[config.mk]
export PLATFORM = sky130hd
export DESIGN_NAME = fpt_xfer_map
export DESIGN_NICKNAME = d
export VERILOG_FILES = /design/src/fpt_pkg.sv /design/src/fpt_fmt_conv.sv /design/src/fpt_xfer_map.sv
export SDC_FILE = /design/constraint.sdc
export NUM_CORES = 1
export LEC_CHECK = 0
export ABC_AREA = 1
export BUFFER_PORTS_ARGS = -buffer_cell sky130_fd_sc_hd__buf_2
export CORE_ASPECT_RATIO = 0.7
export CORE_MARGIN = 2
export CORE_UTILIZATION = 40
export CTS_CLUSTER_DIAMETER = 120
export DETAILED_ROUTE_END_ITERATION = 10
export GPL_TIMING_DRIVEN = 0
export HOLD_SLACK_MARGIN = 0.12
export MAX_ROUTING_LAYER = met4
export PLACE_DENSITY = 0.68
export SYNTH_ARGS = -nofsm -noshare
export SYNTH_HDL_FRONTEND = slang
export SYNTH_SLANG_ARGS = --single-unit
[constraint.sdc]
create_clock -name clk -period 12.53 [get_ports clk]
set_clock_uncertainty 0.1 [all_clocks]
set_input_delay 0 -clock clk [delete_from_list [all_inputs] [get_ports clk]]
set_output_delay 0 -clock clk [all_outputs]
set_load 0.02 [all_outputs]
[src/fpt_pkg.sv]
package fpt_pkg;

	// Operations accepted from the pipeline.
	typedef enum logic [4:0] {
		OP_SETF_S, OP_SETF_D, OP_SETF_EXP, OP_SETF_SIG,
		OP_GETF_S, OP_GETF_D, OP_GETF_EXP, OP_GETF_SIG,
		OP_LDF_S, OP_LDF_D, OP_STF_S, OP_STF_D,
		OP_FMA, OP_FMS, OP_FNMA, OP_FMPY, OP_FNMPY, OP_FADD, OP_FSUB,
		OP_FNORM, OP_FCVT_XUF, OP_SIGNED_TO_FLOAT_CONVERT, OP_ARITH_NOPC, OP_NOP
	} fpt_op_e;

	// Fused multiply-add flavour that the execution unit performs.
	typedef enum logic [1:0] {FK_NONE, FK_ADD, FK_SUB, FK_NADD} fpt_fma_e;

	// Static precision completer.
	localparam logic [1:0] PC_NONE = 2'h0;
	localparam logic [1:0] PC_SGL = 2'h1;
	localparam logic [1:0] PC_DBL = 2'h2;

	// Result significand precision codes.
	localparam logic [1:0] PREC_24 = 2'h0;
	localparam logic [1:0] PREC_53 = 2'h1;
	localparam logic [1:0] PREC_64 = 2'h2;

	// Result exponent range codes.
	localparam logic [1:0] RNG_8 = 2'h0;
	localparam logic [1:0] RNG_11 = 2'h1;
	localparam logic [1:0] RNG_15 = 2'h2;
	localparam logic [1:0] RNG_17 = 2'h3;

	// Dynamic precision-control field values.
	localparam logic [1:0] DPC_SGL = 2'h0;
	localparam logic [1:0] DPC_RSVD = 2'h1;
	localparam logic [1:0] DPC_DBL = 2'h2;

	// Field positions inside one 7-bit status field control group.
	localparam int CTL_W = 7;
	localparam int CTL_FTZ = 0;
	localparam int CTL_WRE = 1;
	localparam int CTL_PC_LO = 2;
	localparam int CTL_RC_LO = 4;
	localparam int CTL_TD = 6;
	localparam int TRAP_W = 6;

	// Register-format constants.
	localparam logic [16:0] EXP_INT = 17'h1_003E;
	localparam logic [16:0] EXP_FP_DEFERRED_EXCEPTION_VALUE = 17'h1_FFFE;
	localparam logic [16:0] EXP_MAX = 17'h1_FFFF;
	localparam logic [16:0] EXP_SGL_ADJ = 17'h0_FF80;
	localparam logic [16:0] EXP_DBL_ADJ = 17'h0_FC00;
	localparam logic [63:0] SIG_ONE = 64'h8000_0000_0000_0000;
	localparam int EXP_SIGN_POS = 17;

	// Fixed floating register indices used by the derived operations.
	localparam logic [6:0] FR_ZERO = 7'h00;
	localparam logic [6:0] FR_ONE = 7'h01;

endpackage

[src/fpt_fmt_conv.sv]
`timescale 1ns/1ns
// Translates single/double memory words to register format and back.
module fpt_fmt_conv (
	input wire logic dbl,
	input wire logic [63:0] mem_in,
	output logic ld_sign,
	output logic [16:0] ld_exp,
	output logic [63:0] ld_sig,
	input wire logic st_sign,
	input wire logic [16:0] st_exp,
	input wire logic [63:0] st_sig,
	output logic [63:0] mem_out
);

	logic [10:0] e_in;
	logic [51:0] f_in;
	logic [10:0] e_out;
	logic [16:0] adj;

	// Memory word to register format; denormals get the minimum exponent.
	always_comb begin
		adj = dbl ? fpt_pkg::EXP_DBL_ADJ : fpt_pkg::EXP_SGL_ADJ;
		e_in = dbl ? mem_in[62:52] : {3'h0, mem_in[30:23]};
		f_in = dbl ? mem_in[51:0] : {mem_in[22:0], 29'h0};
		ld_sign = dbl ? mem_in[63] : mem_in[31];
		ld_sig = {1'b1, f_in, 11'h0};
		if (e_in == (dbl ? 11'h7FF : 11'h0FF)) begin
			ld_exp = fpt_pkg::EXP_MAX;
		end else if (e_in == 11'h0) begin
			ld_sig = {1'b0, f_in, 11'h0};
			ld_exp = (f_in == 52'h0) ? 17'h0 : adj + 17'h1;
		end else begin
			ld_exp = {6'h0, e_in} + adj;
		end
	end

	// Register format to memory word; a clear integer bit marks a denormal.
	always_comb begin
		if (st_exp == fpt_pkg::EXP_MAX) begin
			e_out = dbl ? 11'h7FF : 11'h0FF;
		end else if (st_exp == 17'h0 || !st_sig[63]) begin
			e_out = 11'h0;
		end else begin
			e_out = 11'(st_exp - adj);
		end
		if (dbl) begin
			mem_out = {st_sign, e_out, st_sig[62:11]};
		end else begin
			mem_out = {32'h0, st_sign, e_out[7:0], st_sig[62:40]};
		end
	end

endmodule

[src/fpt_xfer_map.sv]
`timescale 1ns/1ns
// Contract
// - Token converts to deferred value and back.
// - Single/double moves use memory representation.
// - Significand set: sign 0, exponent 0x1003E.
// - Exponent set: sign bit 17, exponent bits 16:0.
// - Get of deferred value sets token.
// - Selector picks one of four status fields.
// - Signed convert has no field, always exact.
// - Static completer else dynamic precision control.
// - Range like precision plus widest-range bit.
// - No completer: full register precision, range; with req_par the code gives 24-bit precision, 8-bit range.
// - Multiply is fused add with register 0.
// - Negate-multiply is negated fused add, register 0.
// - Add/subtract use register 1 as multiplicand.
// - Normalize/unsigned convert use registers 1 and 0.
// - Multiply rounds product alone, no addition.
// - Loads/stores support both byte orders.
// - Single/double order like 32/64-bit integers.
// - Trap-disable set treats all traps disabled.
// - Field zero trap-disable reads as zero.
module fpt_xfer_map (
	input wire logic clk,
	input wire logic rst_n,
	input wire logic req_valid,
	input wire fpt_pkg::fpt_op_e req_op,
	input wire logic [1:0] req_sf,
	input wire logic [1:0] req_pc,
	input wire logic req_par,
	input wire logic [6:0] req_src_a,
	input wire logic [6:0] req_src_b,
	input wire logic [6:0] req_src_c,
	input wire logic [63:0] gr_in,
	input wire logic gr_nat_in,
	input wire logic fr_sign_in,
	input wire logic [16:0] fr_exp_in,
	input wire logic [63:0] fr_sig_in,
	input wire logic big_endian,
	input wire logic [27:0] sf_ctl,
	input wire logic [5:0] traps,
	output logic res_valid,
	output logic fr_we,
	output logic fr_sign,
	output logic [16:0] fr_exp,
	output logic [63:0] fr_sig,
	output logic gr_we,
	output logic [63:0] gr_val,
	output logic gr_nat,
	output logic nat_fault,
	output logic arith_valid,
	output fpt_pkg::fpt_fma_e fma_kind,
	output logic [6:0] mul_a,
	output logic [6:0] mul_b,
	output logic [6:0] add_c,
	output logic prod_round,
	output logic exact,
	output logic flags_upd,
	output logic [1:0] sf_sel,
	output logic [1:0] rc,
	output logic ftz,
	output logic [1:0] sig_prec,
	output logic [1:0] exp_rng,
	output logic pc_rsvd,
	output logic [5:0] trap_dis,
	output logic [6:0] ctl_rd
);

	typedef struct packed {
		logic res_valid;
		logic fr_we;
		logic fr_sign;
		logic [16:0] fr_exp;
		logic [63:0] fr_sig;
		logic gr_we;
		logic [63:0] gr_val;
		logic gr_nat;
		logic nat_fault;
		logic arith_valid;
		fpt_pkg::fpt_fma_e fma_kind;
		logic [6:0] mul_a;
		logic [6:0] mul_b;
		logic [6:0] add_c;
		logic prod_round;
		logic exact;
		logic flags_upd;
		logic [1:0] sf_sel;
		logic [1:0] rc;
		logic ftz;
		logic [1:0] sig_prec;
		logic [1:0] exp_rng;
		logic pc_rsvd;
		logic [5:0] trap_dis;
		logic [6:0] ctl_rd;
	} fpt_state_s;

	fpt_state_s q;
	fpt_state_s d;
	logic rst_meta_q;
	logic rst_q;
	logic [6:0] ctl;
	logic dbl;
	logic is_ld;
	logic [63:0] cv_in;
	logic cv_sign;
	logic [16:0] cv_exp;
	logic [63:0] cv_sig;
	logic [63:0] cv_mem;
	logic src_fp_deferred_exception_value;
	logic [4:0] prc;

	// Reverses bytes of a 32-bit or 64-bit word when big-endian.
	function automatic logic [63:0] order_bytes(input logic [63:0] w, input logic be,
			input logic wide);
		logic [63:0] r;
		r = w;
		if (be && wide) begin
			for (int i = 0; i < 8; i++) begin
				r[8*i +: 8] = w[8*(7-i) +: 8];
			end
		end else if (be) begin
			for (int i = 0; i < 4; i++) begin
				r[8*i +: 8] = w[8*(3-i) +: 8];
			end
		end
		return r;
	endfunction

	// Returns {reserved, precision, range} for an arithmetic operation.
	function automatic logic [4:0] pick_prec(input logic par, input logic has_pc,
			input logic [1:0] pc, input logic [6:0] c);
		logic [1:0] p;
		logic [1:0] g;
		logic wre;
		logic rsv;
		wre = c[fpt_pkg::CTL_WRE];
		rsv = 1'b0;
		if (!has_pc) begin
			p = par ? fpt_pkg::PREC_24 : fpt_pkg::PREC_64;
			g = par ? fpt_pkg::RNG_8 : fpt_pkg::RNG_17;
		end else if (pc == fpt_pkg::PC_SGL) begin
			p = fpt_pkg::PREC_24;
			g = wre ? fpt_pkg::RNG_17 : fpt_pkg::RNG_8;
		end else if (pc == fpt_pkg::PC_DBL) begin
			p = fpt_pkg::PREC_53;
			g = wre ? fpt_pkg::RNG_17 : fpt_pkg::RNG_11;
		end else begin
			g = wre ? fpt_pkg::RNG_17 : fpt_pkg::RNG_15;
			case (c[fpt_pkg::CTL_PC_LO +: 2])
				fpt_pkg::DPC_SGL: p = fpt_pkg::PREC_24;
				fpt_pkg::DPC_DBL: p = fpt_pkg::PREC_53;
				fpt_pkg::DPC_RSVD: begin
					p = fpt_pkg::PREC_64;
					rsv = 1'b1;
				end
				default: p = fpt_pkg::PREC_64;
			endcase
		end
		return {rsv, p, g};
	endfunction

	// Offset of a status field's control group.
	function automatic int ctl_base(input logic [1:0] s);
		return fpt_pkg::CTL_W * int'(s);
	endfunction

	// Two-stage release of the asynchronous reset.
	always_ff @(posedge clk or negedge rst_n) begin
		if (!rst_n) begin
			rst_meta_q <= 1'b0;
			rst_q <= 1'b0;
		end else begin
			rst_meta_q <= 1'b1;
			rst_q <= rst_meta_q;
		end
	end

	// Memory words pass the byte-order stage; register moves do not.
	always_comb begin
		dbl = req_op inside {fpt_pkg::OP_SETF_D, fpt_pkg::OP_GETF_D, fpt_pkg::OP_LDF_D,
			fpt_pkg::OP_STF_D};
		is_ld = req_op inside {fpt_pkg::OP_LDF_S, fpt_pkg::OP_LDF_D};
		cv_in = is_ld ? order_bytes(gr_in, big_endian, dbl) : gr_in;
		src_fp_deferred_exception_value = !fr_sign_in && fr_exp_in == fpt_pkg::EXP_FP_DEFERRED_EXCEPTION_VALUE && fr_sig_in == '0;
		ctl = sf_ctl[ctl_base(req_sf) +: fpt_pkg::CTL_W];
		prc = pick_prec(req_par, req_op != fpt_pkg::OP_ARITH_NOPC, req_pc, ctl);
	end

	fpt_fmt_conv u_conv (
		.dbl(dbl),
		.mem_in(cv_in),
		.ld_sign(cv_sign),
		.ld_exp(cv_exp),
		.ld_sig(cv_sig),
		.st_sign(fr_sign_in),
		.st_exp(fr_exp_in),
		.st_sig(fr_sig_in),
		.mem_out(cv_mem)
	);

	// Next-state: one result per accepted request except OP_NOP, one cycle later.
	always_comb begin
		d = q;
		d.res_valid = req_valid;
		d.fr_we = 1'b0;
		d.gr_we = 1'b0;
		d.nat_fault = 1'b0;
		d.arith_valid = 1'b0;
		if (req_valid) begin
			case (req_op)
				fpt_pkg::OP_SETF_S, fpt_pkg::OP_SETF_D, fpt_pkg::OP_LDF_S,
				fpt_pkg::OP_LDF_D: begin
					d.fr_we = 1'b1;
					d.fr_sign = cv_sign;
					d.fr_exp = cv_exp;
					d.fr_sig = cv_sig;
				end
				fpt_pkg::OP_SETF_SIG: begin
					d.fr_we = 1'b1;
					d.fr_sign = 1'b0;
					d.fr_exp = fpt_pkg::EXP_INT;
					d.fr_sig = gr_in;
				end
				fpt_pkg::OP_SETF_EXP: begin
					d.fr_we = 1'b1;
					d.fr_sign = gr_in[fpt_pkg::EXP_SIGN_POS];
					d.fr_exp = gr_in[16:0];
					d.fr_sig = fpt_pkg::SIG_ONE;
				end
				fpt_pkg::OP_GETF_S, fpt_pkg::OP_GETF_D, fpt_pkg::OP_GETF_SIG: begin
					d.gr_we = 1'b1;
					d.gr_nat = src_fp_deferred_exception_value;
					if (src_fp_deferred_exception_value) begin
						d.gr_val = '0;
					end else if (req_op == fpt_pkg::OP_GETF_SIG) begin
						d.gr_val = fr_sig_in;
					end else begin
						d.gr_val = cv_mem;
					end
				end
				fpt_pkg::OP_GETF_EXP: begin
					d.gr_we = 1'b1;
					d.gr_nat = src_fp_deferred_exception_value;
					d.gr_val = {46'h0, fr_sign_in, fr_exp_in};
				end
				fpt_pkg::OP_STF_S, fpt_pkg::OP_STF_D: begin
					d.nat_fault = src_fp_deferred_exception_value;
					d.gr_we = !src_fp_deferred_exception_value;
					d.gr_nat = 1'b0;
					d.gr_val = order_bytes(cv_mem, big_endian, dbl);
				end
				fpt_pkg::OP_NOP: begin
					d.res_valid = 1'b0;
				end
				default: begin
					d.arith_valid = 1'b1;
					d.fma_kind = fpt_pkg::FK_NONE;
					d.mul_a = req_src_a;
					d.mul_b = req_src_b;
					d.add_c = req_src_c;
					d.prod_round = 1'b0;
					d.exact = 1'b0;
					d.flags_upd = 1'b1;
					d.sf_sel = req_sf;
					d.rc = ctl[fpt_pkg::CTL_RC_LO +: 2];
					d.ftz = ctl[fpt_pkg::CTL_FTZ];
					{d.pc_rsvd, d.sig_prec, d.exp_rng} = prc;
					if (ctl[fpt_pkg::CTL_TD] && req_sf != 2'h0) begin
						d.trap_dis = '1;
					end else begin
						d.trap_dis = traps;
					end
					d.ctl_rd = ctl;
					if (req_sf == 2'h0) begin
						d.ctl_rd[fpt_pkg::CTL_TD] = 1'b0;
					end
					case (req_op)
						fpt_pkg::OP_FMA: d.fma_kind = fpt_pkg::FK_ADD;
						fpt_pkg::OP_FMS: d.fma_kind = fpt_pkg::FK_SUB;
						fpt_pkg::OP_FNMA: d.fma_kind = fpt_pkg::FK_NADD;
						fpt_pkg::OP_FMPY, fpt_pkg::OP_FNMPY: begin
							d.fma_kind = (req_op == fpt_pkg::OP_FMPY) ?
								fpt_pkg::FK_ADD : fpt_pkg::FK_NADD;
							d.add_c = fpt_pkg::FR_ZERO;
							d.prod_round = 1'b1;
						end
						fpt_pkg::OP_FADD, fpt_pkg::OP_FSUB: begin
							d.fma_kind = (req_op == fpt_pkg::OP_FADD) ?
								fpt_pkg::FK_ADD : fpt_pkg::FK_SUB;
							d.mul_b = fpt_pkg::FR_ONE;
							d.add_c = req_src_b;
						end
						fpt_pkg::OP_FNORM, fpt_pkg::OP_FCVT_XUF: begin
							d.fma_kind = fpt_pkg::FK_ADD;
							d.mul_b = fpt_pkg::FR_ONE;
							d.add_c = fpt_pkg::FR_ZERO;
						end
						fpt_pkg::OP_SIGNED_TO_FLOAT_CONVERT: begin
							d.exact = 1'b1;
							d.flags_upd = 1'b0;
							d.trap_dis = '1;
						end
						default: d.fma_kind = fpt_pkg::FK_NONE;
					endcase
				end
			endcase
			// A set integer token on any SETF register move becomes the deferred value.
			if (gr_nat_in && req_op inside {fpt_pkg::OP_SETF_S, fpt_pkg::OP_SETF_D,
					fpt_pkg::OP_SETF_SIG, fpt_pkg::OP_SETF_EXP}) begin
				d.fr_sign = 1'b0;
				d.fr_exp = fpt_pkg::EXP_FP_DEFERRED_EXCEPTION_VALUE;
				d.fr_sig = '0;
			end
		end
	end

	// State register.
	always_ff @(posedge clk or negedge rst_q) begin
		if (!rst_q) begin
			q <= '0;
		end else begin
			q <= d;
		end
	end

	// Outputs straight from the state flops.
	assign res_valid = q.res_valid;
	assign fr_we = q.fr_we;
	assign fr_sign = q.fr_sign;
	assign fr_exp = q.fr_exp;
	assign fr_sig = q.fr_sig;
	assign gr_we = q.gr_we;
	assign gr_val = q.gr_val;
	assign gr_nat = q.gr_nat;
	assign nat_fault = q.nat_fault;
	assign arith_valid = q.arith_valid;
	assign fma_kind = q.fma_kind;
	assign mul_a = q.mul_a;
	assign mul_b = q.mul_b;
	assign add_c = q.add_c;
	assign prod_round = q.prod_round;
	assign exact = q.exact;
	assign flags_upd = q.flags_upd;
	assign sf_sel = q.sf_sel;
	assign rc = q.rc;
	assign ftz = q.ftz;
	assign sig_prec = q.sig_prec;
	assign exp_rng = q.exp_rng;
	assign pc_rsvd = q.pc_rsvd;
	assign trap_dis = q.trap_dis;
	assign ctl_rd = q.ctl_rd;
endmodule

==> impl_results.md <==
- CP startpoint kind: input pin
- Post-CTS Setup Inserts: 0
- Htree depth: 4
- Part of the cycle the worst path needs: 39.7%
- Largest net degree at the start of global routing: between 70 and 80
- Final worst path period need: a little under 5 ns
- Register area: roughly 5000 um^2
- IO Port Bufs: approximately 410
- Clk root buf: clkbuf_16
- Fin. Hold Viols: 0
- Share of layout cells above drive strength 1: just over 20%
- Post-CTS Resized: 0
- CTS sink count: 200
- Peak VDD IR: approximately 0.000097 V
- Clock buffer count from CTS: 17
- Worst Max-Slew Pin Slew: 1.44 ns
- Vias: between 15000 and 20000
- I/O pin total: about 420
- Pre-antenna DRT Iters: 7
- Required @ worst endpoint: 12.83 ns
- Setup crit end kind: register
- R2R Path Start: rst_q
- Max cap viols: 0
- Final net count: between 2000 and 3000
- Final Util: roughly 59%
- Antenna violations before repair: 5
- Worst hold start: req_op[2]
- DR vias/cell: roughly 6.5
- GRT Total Usage: 50.3%
- Routed WL: between 80000 and 90000 um
- Hold Path Class: input pin to register
- Starting Density: ~41%
- Hpwl dp: roughly 64000 um
- Hold_ws: 0.144 ns
- Syn Inst Count: 1877
- Netlist Area Pre-Place: ~13000 um^2
- Unrepaired setup endpoints after global routing: false
- Vias in the first global route: 18500
- Avg Inst Size Synth: around 7.1 um^2
- Max Freq: ~200 MHz
- Number of synthesized flops with an enable pin: 0
- Clock transition at the registers of the reported paths: around 0.070 ns
- DRC: 0
- Area grow syn2layout: 44.1%
- Fillers: approximately 2900
- Setup WS pre-CTS: around 8.4 ns
- Worst skew pair latency: between 0.4 and 0.5 ns
- Chip Height: 157 um
- First-pass GRT wire length: ~120000 um
- Hold depth: 7
- Multi-input gate area in the final layout: slightly above 7000 um^2
- Synth unique cells: 53
- CP max FO: 11
- Die ar.: between 30000 and 40000 um^2
- RePlAce Congestion: approximately 1.2
- Syn Nets: 2099
- Final setup TNS: 0 ns
- #FFs+latches synth: 200
- Asr flop ratio synth: 100%
- CTS tree: built
- Synth Warn #: 0
- Die X: approximately 220 um
- Post-route worst setup slack: between 7 and 8 ns
- Most used DFF post-synth: dfrtp_1
- Arrival time worst endpoint: between 5 and 6 ns
- WS Path Type: input pin to register
- Worst reg2reg setup slack: 11.04 ns
- FF-to-FF path depth: 1
- Routed WL per cell: between 20 and 30 um
- PD cells: around 110 nW/um^2
- Leak pwr: between 9 and 10 nW
- Post-DRT Antenna Nets: 0
- # setup viols final: 0
- Relative slew slack: between 2 and 3%
- Rows: 55
- Fin area: ~19000 um^2
- Cell Area, Placed: about 16000 um^2
- Max clock buf depth: 2
- Status: completed
- Worst reg2reg path endpoint: ctl_rd[6]
- Slew Viols, Final: 0
- Core footprint: approximately 33000 um^2
- Register area share after synthesis: roughly 37%
- Initial DRC count: ~3200
- Grt ovf: 0
- Hold endpoint: fma_kind[0]
==> cell type report <==
cell class / instances / share of cell area (%)
multi-input combinational: 1383 / 37.1
sequential: 200 / 26.0
timing repair buffer: 677 / 24.7
buffer: 141 / 3.34
inverter: 153 / 2.99
tap: 427 / 2.77
clock buffer: 18 / 2.23
clock inverter: 13 / 0.799
antenna: 6 / 0.0779
==> power breakdown <==
| part | total, W | internal (W) | switching (W) |
|---|---|---|---|
| clock network | 0.000585 | 0.000285 | 0.000300 |
| logic | 0.000785 | 0.000279 | 0.000506 |
| registers | 0.000814 | 0.000740 | 0.0000739 |
==> cells by family after synthesis <==
logic type / Yosys count / synth area share, %
other: 1 / 0.0281
adders and majority gates: 6 / 0.618
xor gates and xnor gates: 2 / 0.131
DFF: 200 / 37.4
and+or+nand+nor: 814 / 25.9
AOI/OAI and AO/OA: 560 / 26.8
buffers and inverters: 294 / 9.13
==> state kept, by name (all words and copies together) (netlist names), 2 cells and up <==
| register | flops |
|---|---|
| fr_sig | 64 |
| gr_val | 64 |
| fr_exp | 17 |
| add_c | 7 |
| mul_a | 7 |
| mul_b | 7 |
| ctl_rd | 6 |
| trap_dis | 6 |
| exp_rng | 2 |
| fma_kind | 2 |
| sf_sel | 2 |
| sig_prec | 2 |
==> synth_stat cells, types with 6 or more instances <==
library cell / number / area, um^2
nand2_1: 432 / 1620
o21ai_0: 140 / 701
o221ai_1: 9 / 78.8
nand3_1: 114 / 571
a32o_1: 11 / 110
a31oi_1: 53 / 332
o211ai_1: 88 / 661
o31ai_1: 7 / 52.6
o21ai_1: 10 / 50.1
nand4_1: 33 / 206
buf_4: 10 / 75.1
nor4_1: 14 / 87.6
clkbuf_1: 89 / 334
o2111ai_1: 8 / 70.1
a22oi_1: 7 / 52.6
o22ai_1: 30 / 188
buf_2: 31 / 155
dfrtp_1: 200 / 5000
a221oi_1: 21 / 184
a22o_1: 33 / 289
o32a_1: 6 / 60.1
buf_1: 6 / 22.5
nor3_1: 6 / 30.0
nor2_1: 195 / 732
inv_2: 6 / 22.5
a21oi_1: 118 / 591
inv_1: 145 / 544
==> cell usage in the layout (no fill, tap or decap), types with 10 or more instances in the layout <==
cell type and n:
a32o_1 11, a221oi_1 21, nand2_1 432, clkbuf_1 90, buf_2 442, o211ai_1 88, a31oi_1 53, o21ai_0 140
a22o_1 33, clkbuf_16 17, nor2_1 195, dfrtp_1 199, o21ai_1 10, buf_4 10, o22ai_1 30, a21oi_1 118
nand3_1 114, inv_1 145, nor4_1 14, dlygate4sd3_1 264, nand4_1 33
==> critical path, cell delays in order <==
cell,delay [ns]
dlygate4sd3_1,0.57
buf_2,0.23
inv_1,0.12
nand3_4,0.19
nand2_4,0.12
inv_2,0.19
buf_4,0.24
buf_2,0.32
buf_2,0.37
buf_1,0.67
ha_1,0.27
inv_1,0.07
fa_1,0.40
xor2_1,0.17
nand2_1,0.07
a21oi_1,0.28
o21ai_0,0.19
a31oi_1,0.20
dlygate4sd3_1,0.57
==> metrics by stage <==
step           total power [W]  std cells
2_1_floorplan          0.00115       1877
3_3_place_gp           0.00145       2715
3_5_place_dp           0.00146       2717
4_1_cts                0.00213       3012
5_1_grt                0.00225       3016
6_report               0.00218       3018
==> worst max-delay path by stage <==
stage	startpoint	endpoint	cells past startpoint
after floorplan	rst_q	add_c[0]	0
after global placement	rst_q	trap_dis[3]	0
after detailed placement	req_op[3]	gr_val[5]	17
after CTS	req_op[3]	gr_val[5]	19
after global routing	req_op[3]	gr_val[5]	19
final	req_op[3]	gr_val[5]	19
==> metal layers <==
| layer | vias up | wire (um) | track usage (%) |
|---|---|---|---|
| met5 | - | 0 | - |
| met4 | 0 | 4520 | 20.6 |
| met3 | 401 | 15400 | 22.3 |
| met2 | 1996 | 33500 | 67.1 |
| met1 | 9263 | 33400 | 65.6 |
| li1 | 7949 | - | - |
==> timing repair <==
| item | in CTS | in global routing |
|---|---|---|
| hold endpoints to repair | 193 | 0 |
| endpoints found under the setup margin | 0 | 0 |
| hold buffers | 264 | 0 |
No activity file was read; power rests on OpenSTA's default activity.
